**src/core/pwmc_pkg.sv**
```systemverilog
// PWM control package: offsets, fields, carriers.
// Assumes a byte-addressed register port with 32-bit data.
`default_nettype none
package pwmc_pkg;
   // ----------------------------------------------------------------
   // Register byte offsets
   // ----------------------------------------------------------------
   localparam logic [7:0] OFS_MASTER_CTL  = 8'h00;
   localparam logic [7:0] OFS_CNT_SYNC    = 8'h04;
   localparam logic [7:0] OFS_OUT_EN      = 8'h08;
   localparam logic [7:0] OFS_OUT_INV     = 8'h0c;
   localparam logic [7:0] OFS_OUT_FAULT   = 8'h10;
   localparam logic [7:0] OFS_MOD_IRQ_EN  = 8'h14;
   localparam logic [7:0] OFS_MOD_IRQ_RAW = 8'h18;
   localparam logic [7:0] OFS_MOD_IRQ_ISC = 8'h1c;
   localparam logic [7:0] OFS_FAULT_LVL   = 8'h20;
   localparam logic [7:0] OFS_GEN_CTL     = 8'h40;
   localparam logic [7:0] OFS_GEN_IRQ_EN  = 8'h44;
   localparam logic [7:0] OFS_GEN_IRQ_RAW = 8'h48;
   localparam logic [7:0] OFS_GEN_IRQ_ISC = 8'h4c;
   localparam logic [7:0] OFS_GEN_LOAD    = 8'h50;
   localparam logic [7:0] OFS_GEN_COUNT   = 8'h54;
   localparam logic [7:0] OFS_GEN_CMPA    = 8'h58;
   localparam logic [7:0] OFS_GEN_CMPB    = 8'h5c;
   localparam logic [7:0] OFS_GEN_ACT_A   = 8'h60;
   localparam logic [7:0] OFS_GEN_ACT_B   = 8'h64;
   localparam logic [7:0] OFS_DB_CTL      = 8'h68;
   localparam logic [7:0] OFS_DB_RISE     = 8'h6c;
   localparam logic [7:0] OFS_DB_FALL     = 8'h70;

   // ----------------------------------------------------------------
   // Field positions
   // ----------------------------------------------------------------
   localparam int CTL_RUN_BIT      = 0;   // gen_control: counter runs
   localparam int CTL_UPDOWN_BIT   = 1;   // gen_control: up/down mode
   localparam int CTL_DBG_RUN_BIT  = 2;   // gen_control: keep running on stall
   localparam int CTL_LOAD_SYN_BIT = 3;   // gen_control: load waits for global update
   localparam int CTL_CMP_SYN_BIT  = 4;   // gen_control: compares wait for global update
   localparam int GEN_CTL_W        = 5;
   localparam int MOD_IRQ_GEN_BIT  = 0;
   localparam int MOD_IRQ_FLT_BIT  = 16;
   localparam int EVT_W            = 6;   // zero, load, a_up, a_dn, b_up, b_dn
   localparam int ACT_W            = 12;  // two bits per event
   localparam int NUM_OUT          = 2;

   // ----------------------------------------------------------------
   // Reset values and action codes
   // ----------------------------------------------------------------
   localparam logic [31:0] REG_RESET  = 32'h0000_0000;
   localparam logic [1:0]  ACT_NONE   = 2'h0;
   localparam logic [1:0]  ACT_TOGGLE = 2'h1;
   localparam logic [1:0]  ACT_LOW    = 2'h2;
   localparam logic [1:0]  ACT_HIGH   = 2'h3;

   // Counter direction
   typedef enum logic {
      PWMC_DIR_DOWN = 1'b0,
      PWMC_DIR_UP   = 1'b1
   } pwmc_dir_t;

   // Raw counter events, in irq enable and action bit order
   typedef struct packed {
      logic b_dn;
      logic b_up;
      logic a_dn;
      logic a_up;
      logic load;
      logic zero;
   } pwmc_evt_t;

   // Register bus request
   typedef struct packed {
      logic        wr;
      logic        rd;
      logic [7:0]  addr;
      logic [31:0] wdata;
   } pwmc_req_t;
endpackage
`default_nettype wire

```
**src/core/pwmc_top.sv**
```systemverilog
// PWM module: one generator with control, fault and output stage.
// Assumes one 125 MHz clock, a plain register port, asynchronous fault and stall pins.
//
// Local design decision: strobed register access.
`default_nettype none

// Notes on behaviour
// - Any subset of counter events raises interrupts
// - Interrupts use raw events, not dead-band edges
// - Sync control resets the generator counter
// - Immediate updates apply at next counter zero
// - Synchronous updates wait for global request
// - Pending updates switch over together
// - Fault pin and debug stall are faults
// - Per-output force low on fault
// - Fault can raise a processor interrupt
// - Stall: keep running or halt at zero
// - Debug stall never raises an interrupt
// - Output enable gates pins, not generator
// - Per-output inversion is last step
// - Control bit 0 starts counter
// - Status bits clear on write one
// - Status register shows fault input level
// - Separate rising and falling dead-band delays
// - Registers at listed offsets, reset zero
// - Global update bit self-clears, software cannot
// - Counter sync bit self-clears when done
// - Disabled output is zero, still inverted
// - Fault forcing precedes inverter
module pwmc_top
   import pwmc_pkg::*;
#(
   parameter int CNT_W = 16,
   parameter int DB_W  = 12
) (
   // Clock and reset
   input  wire logic              i_mclk,
   input  wire logic              i_rst_n,
   // Register port
   input  wire logic [7:0]        i_addr,
   input  wire logic [31:0]       i_wdata,
   input  wire logic              i_wr,
   input  wire logic              i_rd,
   output logic      [31:0]       o_rdata,
   // Pins and debug
   input  wire logic              i_fault_pin,
   input  wire logic              i_dbg_stall,
   output logic      [NUM_OUT-1:0] o_pwm_pin,
   output logic                   o_irq
);
   // ----------------------------------------------------------------
   // Declarations
   // ----------------------------------------------------------------
   pwmc_req_t            req;
   logic [2:0]           flt_sync, dbg_sync;
   logic                 fault_lvl, next_fault_lvl, dbg_lvl, next_dbg_lvl;
   logic                 global_upd, next_global_upd;
   logic                 cnt_sync, next_cnt_sync;
   logic [NUM_OUT-1:0]   out_en, next_out_en, out_inv, next_out_inv, out_force, next_out_force;
   logic                 mirq_gen_en, next_mirq_gen_en, mirq_flt_en, next_mirq_flt_en;
   logic                 flt_latch, next_flt_latch;
   logic [GEN_CTL_W-1:0] gen_ctl, next_gen_ctl;
   logic [EVT_W-1:0]     girq_en, next_girq_en, girq_raw, next_girq_raw;
   logic [CNT_W-1:0]     load_sh, next_load_sh, cmpa_sh, next_cmpa_sh, cmpb_sh, next_cmpb_sh;
   logic [CNT_W-1:0]     load_act, next_load_act, cmpa_act, next_cmpa_act, cmpb_act, next_cmpb_act;
   logic [ACT_W-1:0]     act_a, next_act_a, act_b, next_act_b;
   logic                 db_en, next_db_en;
   logic [DB_W-1:0]      db_rise, next_db_rise, db_fall, next_db_fall;
   logic [31:0]          rdata, next_rdata;
   logic [CNT_W-1:0]     cnt, next_cnt;
   pwmc_dir_t            dir, next_dir;
   pwmc_evt_t            evt;
   logic                 running, at_zero, upd_load, upd_cmp;
   logic [1:0]           wave, next_wave;
   logic [1:0]           db_in, db_out;
   logic [DB_W-1:0]      db_cnt [2];
   logic [DB_W-1:0]      next_db_cnt [2];
   logic [DB_W-1:0]      db_lim [2];
   logic [NUM_OUT-1:0]   pin, next_pin, gen_out;
   logic                 gen_isc_any, mod_isc_gen, mod_isc_flt;

   assign req = '{wr: i_wr, rd: i_rd, addr: i_addr, wdata: i_wdata};

   // Write decode for every register
   function automatic logic wr_hit(input pwmc_req_t r, input logic [7:0] ofs);
      wr_hit = r.wr && (r.addr == ofs);
   endfunction

   // Apply one two-bit action to a wave level
   function automatic logic apply_act(input logic lvl, input logic [1:0] act);
      case (act)
         ACT_TOGGLE: apply_act = ~lvl;
         ACT_LOW:    apply_act = 1'b0;
         ACT_HIGH:   apply_act = 1'b1;
         default:    apply_act = lvl;
      endcase
   endfunction

   // ----------------------------------------------------------------
   // Pin synchronisers
   // ----------------------------------------------------------------
   // Three stages; a level counts once stages two and three agree
   always_comb begin
      next_fault_lvl = (flt_sync[1] == flt_sync[2]) ? flt_sync[2] : fault_lvl;
      next_dbg_lvl   = (dbg_sync[1] == dbg_sync[2]) ? dbg_sync[2] : dbg_lvl;
   end

   always_ff @(posedge i_mclk or negedge i_rst_n) begin
      if (!i_rst_n) begin
         flt_sync  <= 3'h0;
         dbg_sync  <= 3'h0;
         fault_lvl <= 1'b0;
         dbg_lvl   <= 1'b0;
      end else begin
         flt_sync  <= {flt_sync[1:0], i_fault_pin};
         dbg_sync  <= {dbg_sync[1:0], i_dbg_stall};
         fault_lvl <= next_fault_lvl;
         dbg_lvl   <= next_dbg_lvl;
      end
   end

   // ----------------------------------------------------------------
   // Counter and events
   // ----------------------------------------------------------------
   // stall halt at zero
   assign running = gen_ctl[CTL_RUN_BIT] &&
                    !(dbg_lvl && !gen_ctl[CTL_DBG_RUN_BIT] && cnt == '0);
   assign at_zero = (cnt == '0);

   // Raw events; compares masked by zero or load
   always_comb begin
      evt      = '0;
      evt.zero = running && at_zero;
      evt.load = running && (cnt == load_act);
      if (running && !evt.zero && !evt.load) begin
         evt.a_up = (cnt == cmpa_act) && (dir == PWMC_DIR_UP);
         evt.a_dn = (cnt == cmpa_act) && (dir == PWMC_DIR_DOWN);
         evt.b_up = (cnt == cmpb_act) && (dir == PWMC_DIR_UP);
         evt.b_dn = (cnt == cmpb_act) && (dir == PWMC_DIR_DOWN);
      end
   end

   // Next count: down mode wraps to load, up/down turns at ends
   always_comb begin
      next_cnt = cnt;
      next_dir = dir;
      if (cnt_sync || !gen_ctl[CTL_RUN_BIT]) begin
         next_cnt = '0;
         next_dir = gen_ctl[CTL_UPDOWN_BIT] ? PWMC_DIR_UP : PWMC_DIR_DOWN;
      end else if (running) begin
         if (!gen_ctl[CTL_UPDOWN_BIT]) begin
            next_dir = PWMC_DIR_DOWN;
            next_cnt = at_zero ? load_act : cnt - 1'b1;
         end else if (dir == PWMC_DIR_UP) begin
            if (cnt >= load_act) begin
               next_dir = PWMC_DIR_DOWN;
               next_cnt = at_zero ? cnt : cnt - 1'b1;
            end else begin
               next_cnt = cnt + 1'b1;
            end
         end else begin
            if (at_zero) begin
               next_dir = PWMC_DIR_UP;
               next_cnt = (load_act != '0) ? cnt + 1'b1 : cnt;
            end else begin
               next_cnt = cnt - 1'b1;
            end
         end
      end
   end

   always_ff @(posedge i_mclk or negedge i_rst_n) begin
      if (!i_rst_n) begin
         cnt <= '0;
         dir <= PWMC_DIR_DOWN;
      end else begin
         cnt <= next_cnt;
         dir <= next_dir;
      end
   end

   // ----------------------------------------------------------------
   // Wave generator and dead band
   // ----------------------------------------------------------------
   // Each wave applies its own action per event, in bit order
   always_comb begin
      next_wave = wave;
      for (int e = 0; e < EVT_W; e++) begin
         if (evt[e]) begin
            next_wave[0] = apply_act(next_wave[0], act_a[2*e +: 2]);
            next_wave[1] = apply_act(next_wave[1], act_b[2*e +: 2]);
         end
      end
   end

   assign db_in  = {~wave[0], wave[0]};
   assign db_lim[0] = db_rise;
   assign db_lim[1] = db_fall;

   // Delay each rising edge by its own count
   for (genvar g = 0; g < 2; g++) begin : g_db
      always_comb begin
         next_db_cnt[g] = '0;
         if (db_in[g]) begin
            next_db_cnt[g] = (db_cnt[g] < db_lim[g]) ? db_cnt[g] + 1'b1 : db_cnt[g];
         end
      end
      assign db_out[g] = db_in[g] && (db_cnt[g] >= db_lim[g]);
   end

   assign gen_out = db_en ? db_out : wave;

   always_ff @(posedge i_mclk or negedge i_rst_n) begin
      if (!i_rst_n) begin
         wave   <= 2'h0;
         db_cnt <= '{default: '0};
      end else begin
         wave   <= next_wave;
         db_cnt <= next_db_cnt;
      end
   end

   // ----------------------------------------------------------------
   // Output conditioning
   // ----------------------------------------------------------------
   // enable, fault force, invert, register
   always_comb begin
      for (int i = 0; i < NUM_OUT; i++) begin
         next_pin[i] = gen_out[i] & out_en[i];
         // faults and force low and before inverter
         if (out_force[i] && (fault_lvl || dbg_lvl)) next_pin[i] = 1'b0;
         next_pin[i] = next_pin[i] ^ out_inv[i];
      end
   end

   always_ff @(posedge i_mclk or negedge i_rst_n) begin
      if (!i_rst_n) begin
         pin <= '0;
      end else begin
         pin <= next_pin;
      end
   end
   assign o_pwm_pin = pin;

   // ----------------------------------------------------------------
   // Register file
   // ----------------------------------------------------------------
   assign gen_isc_any = |(girq_raw & girq_en);
   assign mod_isc_gen = gen_isc_any & mirq_gen_en;
   assign mod_isc_flt = flt_latch & mirq_flt_en;
   // sync mode waits for global request and switch together
   assign upd_load = at_zero && (!gen_ctl[CTL_LOAD_SYN_BIT] || global_upd);
   assign upd_cmp  = at_zero && (!gen_ctl[CTL_CMP_SYN_BIT] || global_upd);

   always_comb begin
      next_global_upd  = global_upd;
      next_cnt_sync    = 1'b0;
      next_out_en      = out_en;
      next_out_inv     = out_inv;
      next_out_force   = out_force;
      next_mirq_gen_en = mirq_gen_en;
      next_mirq_flt_en = mirq_flt_en;
      next_flt_latch   = flt_latch;
      next_gen_ctl     = gen_ctl;
      next_girq_en     = girq_en;
      next_girq_raw    = girq_raw;
      next_load_sh     = load_sh;
      next_cmpa_sh     = cmpa_sh;
      next_cmpb_sh     = cmpb_sh;
      next_load_act    = load_act;
      next_cmpa_act    = cmpa_act;
      next_cmpb_act    = cmpb_act;
      next_act_a       = act_a;
      next_act_b       = act_b;
      next_db_en       = db_en;
      next_db_rise     = db_rise;
      next_db_fall     = db_fall;
      next_rdata       = 32'h0;
      // set only by software, cleared by hardware at zero
      if (global_upd && at_zero) next_global_upd = 1'b0;
      if (wr_hit(req, OFS_MASTER_CTL) && req.wdata[0]) next_global_upd = 1'b1;
      // sync bit set for one cycle, cleared after reset
      if (wr_hit(req, OFS_CNT_SYNC)) next_cnt_sync = req.wdata[0];
      if (wr_hit(req, OFS_OUT_EN)) next_out_en = req.wdata[NUM_OUT-1:0];
      if (wr_hit(req, OFS_OUT_INV)) next_out_inv = req.wdata[NUM_OUT-1:0];
      if (wr_hit(req, OFS_OUT_FAULT)) next_out_force = req.wdata[NUM_OUT-1:0];
      if (wr_hit(req, OFS_MOD_IRQ_EN)) begin
         next_mirq_gen_en = req.wdata[MOD_IRQ_GEN_BIT];
         next_mirq_flt_en = req.wdata[MOD_IRQ_FLT_BIT];
      end
      // write one clears fault latch; set wins
      if (wr_hit(req, OFS_MOD_IRQ_ISC) && req.wdata[MOD_IRQ_FLT_BIT]) next_flt_latch = 1'b0;
      // latch fault pin rise and stall not latched
      if (next_fault_lvl && !fault_lvl) next_flt_latch = 1'b1;
      if (wr_hit(req, OFS_GEN_CTL)) next_gen_ctl = req.wdata[GEN_CTL_W-1:0];
      if (wr_hit(req, OFS_GEN_IRQ_EN)) next_girq_en = req.wdata[EVT_W-1:0];
      if (wr_hit(req, OFS_GEN_IRQ_ISC)) next_girq_raw = girq_raw & ~req.wdata[EVT_W-1:0];
      // all raw events, enabled or not; set wins
      next_girq_raw = next_girq_raw | evt;
      // load holds period minus one in down mode, as written
      if (wr_hit(req, OFS_GEN_LOAD)) next_load_sh = req.wdata[CNT_W-1:0];
      if (wr_hit(req, OFS_GEN_CMPA)) next_cmpa_sh = req.wdata[CNT_W-1:0];
      if (wr_hit(req, OFS_GEN_CMPB)) next_cmpb_sh = req.wdata[CNT_W-1:0];
      if (wr_hit(req, OFS_GEN_ACT_A)) next_act_a = req.wdata[ACT_W-1:0];
      if (wr_hit(req, OFS_GEN_ACT_B)) next_act_b = req.wdata[ACT_W-1:0];
      if (wr_hit(req, OFS_DB_CTL)) next_db_en = req.wdata[0];
      if (wr_hit(req, OFS_DB_RISE)) next_db_rise = req.wdata[DB_W-1:0];
      if (wr_hit(req, OFS_DB_FALL)) next_db_fall = req.wdata[DB_W-1:0];
      if (upd_load) next_load_act = load_sh;
      if (upd_cmp) begin
         next_cmpa_act = cmpa_sh;
         next_cmpb_act = cmpb_sh;
      end
      if (req.rd) begin
         case (req.addr)
            OFS_MASTER_CTL:  next_rdata = {31'h0, global_upd};
            OFS_CNT_SYNC:    next_rdata = {31'h0, cnt_sync};
            OFS_OUT_EN:      next_rdata = {30'h0, out_en};
            OFS_OUT_INV:     next_rdata = {30'h0, out_inv};
            OFS_OUT_FAULT:   next_rdata = {30'h0, out_force};
            OFS_MOD_IRQ_EN:  next_rdata = {15'h0, mirq_flt_en, 15'h0, mirq_gen_en};
            OFS_MOD_IRQ_RAW: next_rdata = {15'h0, flt_latch, 15'h0, gen_isc_any};
            OFS_MOD_IRQ_ISC: next_rdata = {15'h0, mod_isc_flt, 15'h0, mod_isc_gen};
            OFS_FAULT_LVL:   next_rdata = {31'h0, fault_lvl};
            OFS_GEN_CTL:     next_rdata = {27'h0, gen_ctl};
            OFS_GEN_IRQ_EN:  next_rdata = {26'h0, girq_en};
            OFS_GEN_IRQ_RAW: next_rdata = {26'h0, girq_raw};
            OFS_GEN_IRQ_ISC: next_rdata = {26'h0, girq_raw & girq_en};
            OFS_GEN_LOAD:    next_rdata = 32'(load_sh);
            OFS_GEN_COUNT:   next_rdata = 32'(cnt);
            OFS_GEN_CMPA:    next_rdata = 32'(cmpa_sh);
            OFS_GEN_CMPB:    next_rdata = 32'(cmpb_sh);
            OFS_GEN_ACT_A:   next_rdata = 32'(act_a);
            OFS_GEN_ACT_B:   next_rdata = 32'(act_b);
            OFS_DB_CTL:      next_rdata = {31'h0, db_en};
            OFS_DB_RISE:     next_rdata = 32'(db_rise);
            OFS_DB_FALL:     next_rdata = 32'(db_fall);
            default:         next_rdata = 32'h0;
         endcase
      end
   end

   always_ff @(posedge i_mclk or negedge i_rst_n) begin
      if (!i_rst_n) begin
         global_upd  <= 1'b0;
         cnt_sync    <= 1'b0;
         out_en      <= '0;
         out_inv     <= '0;
         out_force   <= '0;
         mirq_gen_en <= 1'b0;
         mirq_flt_en <= 1'b0;
         flt_latch   <= 1'b0;
         gen_ctl     <= '0;
         girq_en     <= '0;
         girq_raw    <= '0;
         load_sh     <= '0;
         cmpa_sh     <= '0;
         cmpb_sh     <= '0;
         load_act    <= '0;
         cmpa_act    <= '0;
         cmpb_act    <= '0;
         act_a       <= '0;
         act_b       <= '0;
         db_en       <= 1'b0;
         db_rise     <= '0;
         db_fall     <= '0;
         rdata       <= REG_RESET;
         o_irq       <= 1'b0;
      end else begin
         global_upd  <= next_global_upd;
         cnt_sync    <= next_cnt_sync;
         out_en      <= next_out_en;
         out_inv     <= next_out_inv;
         out_force   <= next_out_force;
         mirq_gen_en <= next_mirq_gen_en;
         mirq_flt_en <= next_mirq_flt_en;
         flt_latch   <= next_flt_latch;
         gen_ctl     <= next_gen_ctl;
         girq_en     <= next_girq_en;
         girq_raw    <= next_girq_raw;
         load_sh     <= next_load_sh;
         cmpa_sh     <= next_cmpa_sh;
         cmpb_sh     <= next_cmpb_sh;
         load_act    <= next_load_act;
         cmpa_act    <= next_cmpa_act;
         cmpb_act    <= next_cmpb_act;
         act_a       <= next_act_a;
         act_b       <= next_act_b;
         db_en       <= next_db_en;
         db_rise     <= next_db_rise;
         db_fall     <= next_db_fall;
         rdata       <= next_rdata;
         o_irq       <= mod_isc_gen | mod_isc_flt;
      end
   end
   assign o_rdata = rdata;
endmodule
`default_nettype wire

```
**config.mk**
```make
export PLATFORM = sky130hd
export DESIGN_NAME = pwmc_top
export DESIGN_NICKNAME = d
export VERILOG_FILES = /design/src/core/pwmc_pkg.sv /design/src/core/pwmc_top.sv
export SDC_FILE = /design/constraint.sdc
export NUM_CORES = 1
export LEC_CHECK = 0
export BUFFER_PORTS_ARGS = -buffer_cell sky130_fd_sc_hd__buf_2
export CAP_MARGIN = 20
export CORE_MARGIN = 1
export CORE_UTILIZATION = 53
export DETAILED_ROUTE_END_ITERATION = 10
export PLACE_DENSITY = 0.78
export SYNTH_ARGS = -nofsm -noshare
export SYNTH_HDL_FRONTEND = slang
export SYNTH_SLANG_ARGS = --single-unit
```
**constraint.sdc**
```tcl
create_clock -name i_mclk -period 6.2 [get_ports i_mclk]
set_input_delay 0 -clock i_mclk [delete_from_list [all_inputs] [get_ports i_mclk]]
set_output_delay 0 -clock i_mclk [all_outputs]
set_load 0.1 [all_outputs]
```
# Yosys cells after proc, flatten, opt, wreduce, memory -nomap -nowiden
# Cells that the tools add are included.
# op_classes
addsub,4
bitwise_logic,24
reduce_logical,60
magnitude_cmp,5
mux,51
eq_ne,65
# op_table
op,n
$pmux W17 S22,1
$mux W16,9
$eq A8 B7 Y1 const B,13
$eq A16 B16 Y1,3
$eq A2 B2 Y1 const B,24
$mux W12,4
$logic_and A1 B1 Y1,39
$pmux W1 S3,12
$eq A8 B5 Y1 const B,4
$add A12 B1 Y12 const B,2
$eq A2 B1 Y1 const B,12
$ge A12 B12 Y1,2
$lt A12 B12 Y1,2
$mux W17,1
$add A16 B1 Y16 const B,1
$eq A8 B4 Y1 const B,2
$ge A16 B16 Y1,1
$logic_not A16 Y1,1
$reduce_bool A16 Y1,1
$sub A16 B1 Y16 const B,1
$mux W1,15
$mux W2,7
$not A1 Y1,13
$and A6 B6 Y6,2
other kinds (19),37
# word_totals
ff_bits,259
input_bits,46
output_inout_bits,35
elab_cells,243

# Logic depth before layout (Yosys ltp)
# logic_depth
word_depth,22
depth_mapped,14
ltp_nobuf,11

# Least setup slack after synthesis
# Ideal clock, no wire load.
# synth_path
kind,reg2reg
start,reg cnt[0]
end,reg wave[1]
slack_ps,2820
setup_ps,87
stages_incl_launch_ff,13
required_ps,6113
path_buffers,1
t_arrival_ps,3293
path_cell_list,dfrtp_1 clkbuf_1 inv_1 ha_1 nand4_1 or4_1 a211oi_1 o21ai_1 and4_1 o31a_1 a311o_1 a21o_1 o211ai_1
# synth_via
elab_chain_cells,21
elab_cells_between_ends,34
# synth_rtl
item,line_no,rtl
from (decl),pwmc_top.sv:70,"logic [CNT_W-1:0] cnt, next_cnt;"
from (signal assigned),pwmc_top.sv:177,cnt <= next_cnt;
$logic_not A16 Y1,"pwmc_top.sv:127, pwmc_top.sv:128",
$logic_and A1 B1 Y1,pwmc_top.sv:127,!(dbg_lvl && !gen_ctl[CTL_DBG_RUN_BIT] && cnt == '0);
$logic_not A1 Y1,pwmc_top.sv:127,
$logic_and A1 B1 Y1,pwmc_top.sv:126,assign running = gen_ctl[CTL_RUN_BIT] &&
$logic_and A1 B1 Y1,pwmc_top.sv:133,evt.zero = running && at_zero;
$mux W2,pwmc_top.sv:189,if (evt[e]) begin
$not A1 Y1,pwmc_top.sv:92,ACT_TOGGLE: apply_act = ~lvl;
$pmux W1 S3,pwmc_top.sv:91,case (act)
(+6 left out),-,
$mux W2,pwmc_top.sv:189,
$not A1 Y1,pwmc_top.sv:92,
$pmux W1 S3,pwmc_top.sv:91,
$mux W2,pwmc_top.sv:189,
$not A1 Y1,pwmc_top.sv:92,
$pmux W1 S3,pwmc_top.sv:91,
$mux W2 *,pwmc_top.sv:189,
net next_wave[1],pwmc_top.sv:74,"logic [1:0] wave, next_wave;"
to (signal assigned),pwmc_top.sv:218,wave <= next_wave;
to (decl),pwmc_top.sv:74,
# The timed path passes the listed nets; every way through them passes the cells marked *.
# A chain may end at the register's enable or synchronous reset.

# Final worst setup path
# Ends and elaborated chain as after synthesis.

==> results.ini <==
[yosys]
ys_ff_latch = 244
synth_area_per_cell_um2 = 10.54
yosysUniqueCellTypes = 77
ys_seq_area_share_pct = 46.34
ys_async_sr_fraction_pct = 100.0
synth_edf_count = 0
synth_cells = 1250
yosys_warnings = 0
synth_ff_type = dfrtp_1
netlist_area_um2 = 13180

[detailed_routing]
drt_first_pass_iters = 7
detail-route-antenna-nets = 0
wirelength_mm = 35.19
via_per_inst = 6.225
wl_per_cell_um = 21.33
drc_errors = 0
num_vias = 10270
drt_iter0_markers = 1038

[setup_path]
worstPathRequired_ns = 6.64
critPathMaxStageDelay_ns = 0.72
cp_cell_sequence = inv_1, ha_1, nand4_1, or4_1, a211oi_1, o21ai_1, and4_1, o31a_1, a311o_1, a21o_1, o211ai_1
crit_fanout = 10
cp_slowest_cell = a211oi_1
cp_top_family = compound AO/OA/AOI/OAI gates
path_class = reg -> reg
cp-end-kind = flop
critPathArrivalTime_ns = 4.61
crit_buf_inv = 1
setup.worst_path.start_class = flop

[placed_design]
port_buffers = 50
dp_cells = 1571
place_congestion = 0.9155
dp_hpwl_mm = 24.19

[hold_path]
hold_class = in -> reg

[floorplan]
dieWidth_um = 159.7
dieArea_um2 = 25500
die_y_um = 159.7
rows = 57
ios = 81
initial_core_util_pct = 54.18
core-area_um2 = 24320

[cts]
worstSkewPairLatency_ns = 0.54
cts_tree = done
cts_setup_buffers = 0
ctsHoldBuffers = 32
htree_levels = 1
numCtsBuffers = 26
post_cts_resized = 0
cts_sinks = 244
clkTransAtPathRegs_ns = 0.06
clockBufferDepth = 3
root_buffer = clkbuf_16

[cells_and_area]
final_common_cell = dfrtp_1
fill_cells = 1926
regArea_um2 = 6106
nets = 1399
area.growth.synth_to_final_pct = 12.53
drive_gt1_share_pct = 20.81
final_cell_mix = 244 x dfrtp_1, 152 x mux2_2, 94 x nand2_1
antennaDiodeCount = 0
multi_input_area_um2 = 6530
fin_cells = 1650

[timing]
setup_viol = 0
skew_ns = 0.02226
fmax_mhz = 239.6
rsz0062_at_grt = false
max_slew_margin_pct = 24.19
hold_viol = 0
post-route-period-util_pct = 67.31
maxSlewViolCount = 0
finalCriticalPeriod_ns = 4.173
worstMarginPinSlew_ns = 1.133
setup_tns_ns = 0

[grt]
antenna_found_initial = 0
grt_overflow_total = 0
grt_max_degree = 130
grt_use_total_pct = 27.76
grt_pass1_wl_mm = 55.75
grt_pass1_vias = 10150

[status]
status = finished, final reports clean

[power_and_ir_drop]
peakVddDrop_mv = 0.2632
p_leak_nw = 6.983
power.density_nw_per_um2 = 272.6

[flow_run]
maxCapViolations = 0

[registers in the layout, indices dropped and copies added (netlist names), 16 cells and up]
name	cells
db_cnt	24
o_rdata	17
cmpa_act	16
cmpa_sh	16
cmpb_act	16
cmpb_sh	16
cnt	16
load_act	16
load_sh	16
[where the power goes]
group	internal (mW)	leakage [nW]	total, mW	switching (mW)
registers	1.68	3.33	1.78	0.0949
clock network	0.899	0.420	1.54	0.638
logic	0.283	3.23	0.729	0.445
total	2.86	6.98	4.04	1.18
[cells in the mapped netlist, drive strengths merged (13+ instances only)]
cell / n / area share (%)
and2: 17 / 0.81
a22oi: 14 / 0.80
a31oi: 13 / 0.62
nand3: 35 / 1.3
a21oi: 23 / 0.90
a21o: 22 / 1.3
nor4: 23 / 1.3
dfrtp: 244 / 46
nor3: 35 / 1.4
inv: 65 / 1.9
o21ai: 46 / 1.7
xnor2: 44 / 2.9
nor2: 74 / 2.1
mux2: 153 / 13
clkbuf: 52 / 1.5
ha: 45 / 4.3
xor2: 32 / 2.1
buf: 27 / 1.4
nand4: 21 / 1.0
nand2: 94 / 2.7
a221oi: 16 / 1.1
o22ai: 16 / 0.76
[per-layer routing]
layer  GRT usage, %  vias to the layer above  routed length [um]
met5              0                        -                   0
met4          9.834                        0                1170
met3          4.208                       82                2640
met2          44.48                      439               16150
met1          38.47                     5133               15220
li1               -                     4618                   -
[worst min-delay path, stage by stage]
cell and delay [ns]:
buf_2 0.17, nor3b_1 0.09, nand3_1 0.11, mux2_2 0.16
[worst paths after layout]
kind                                       start                       to  slack (ns)  cells past startpoint
hold reg to reg            dbg_sync[0]$_DFF_PN0_    dbg_sync[1]$_DFF_PN0_        0.35                      0
max in group asynchronous                i_rst_n  load_act[0]$_DFFE_PN0P_        4.91                      3
hold / removal                         i_addr[4]        db_en$_DFFE_PN0P_        0.03                      4
setup / recovery              cnt[0]$_DFFE_PN0P_        wave[1]$_DFF_PN0_        2.03                     11
min in group asynchronous                i_rst_n   db_cnt[13]$_DFFE_PN0P_        0.16                      2
setup reg to reg              cnt[0]$_DFFE_PN0P_        wave[1]$_DFF_PN0_        2.03                     11
[area by class of cell]
type	count	area share, %
sequential	244	41.18
tap	324	2.734
inverter	65	1.645
timing repair buffer	95	4.742
clock inverter	13	0.8185
clock buffer	33	4.843
multi-input combinational	876	44.04
[cell families (layout without fill, tap and decap cells)]
kind of cell / after synthesis / after routing / share of synthesized area [%]
AND/OR/NAND/NOR: 351 / 351 / 13.56
flip-flops: 244 / 244 / 46.34
AO/OA/AOI/OAI: 226 / 226 / 12.17
multiplexers: 162 / 162 / 13.79
buffers and inverters: 144 / 206 / 4.710
XOR/XNOR: 76 / 76 / 5.052
adder cells (fa/ha/maj): 46 / 46 / 4.349
other: 1 / 15 / 0.02846
[metrics by stage]
step                area (um2)  util, %  power, mW  setup slack [ns]  hold slack [ns]
floorplan                13230        -      2.282             2.820          -0.2956
global placement         13650    56.12      2.465             2.285           0.1078
detailed placement       13650    56.12      2.492             2.220           0.1093
CTS                      14810    60.89      4.044             2.155          0.02938
global route             14830    60.97      4.196             1.954          0.09183
finish                   14830    60.97      4.042             2.027          0.03169
(Power assumes the default switching activity.)
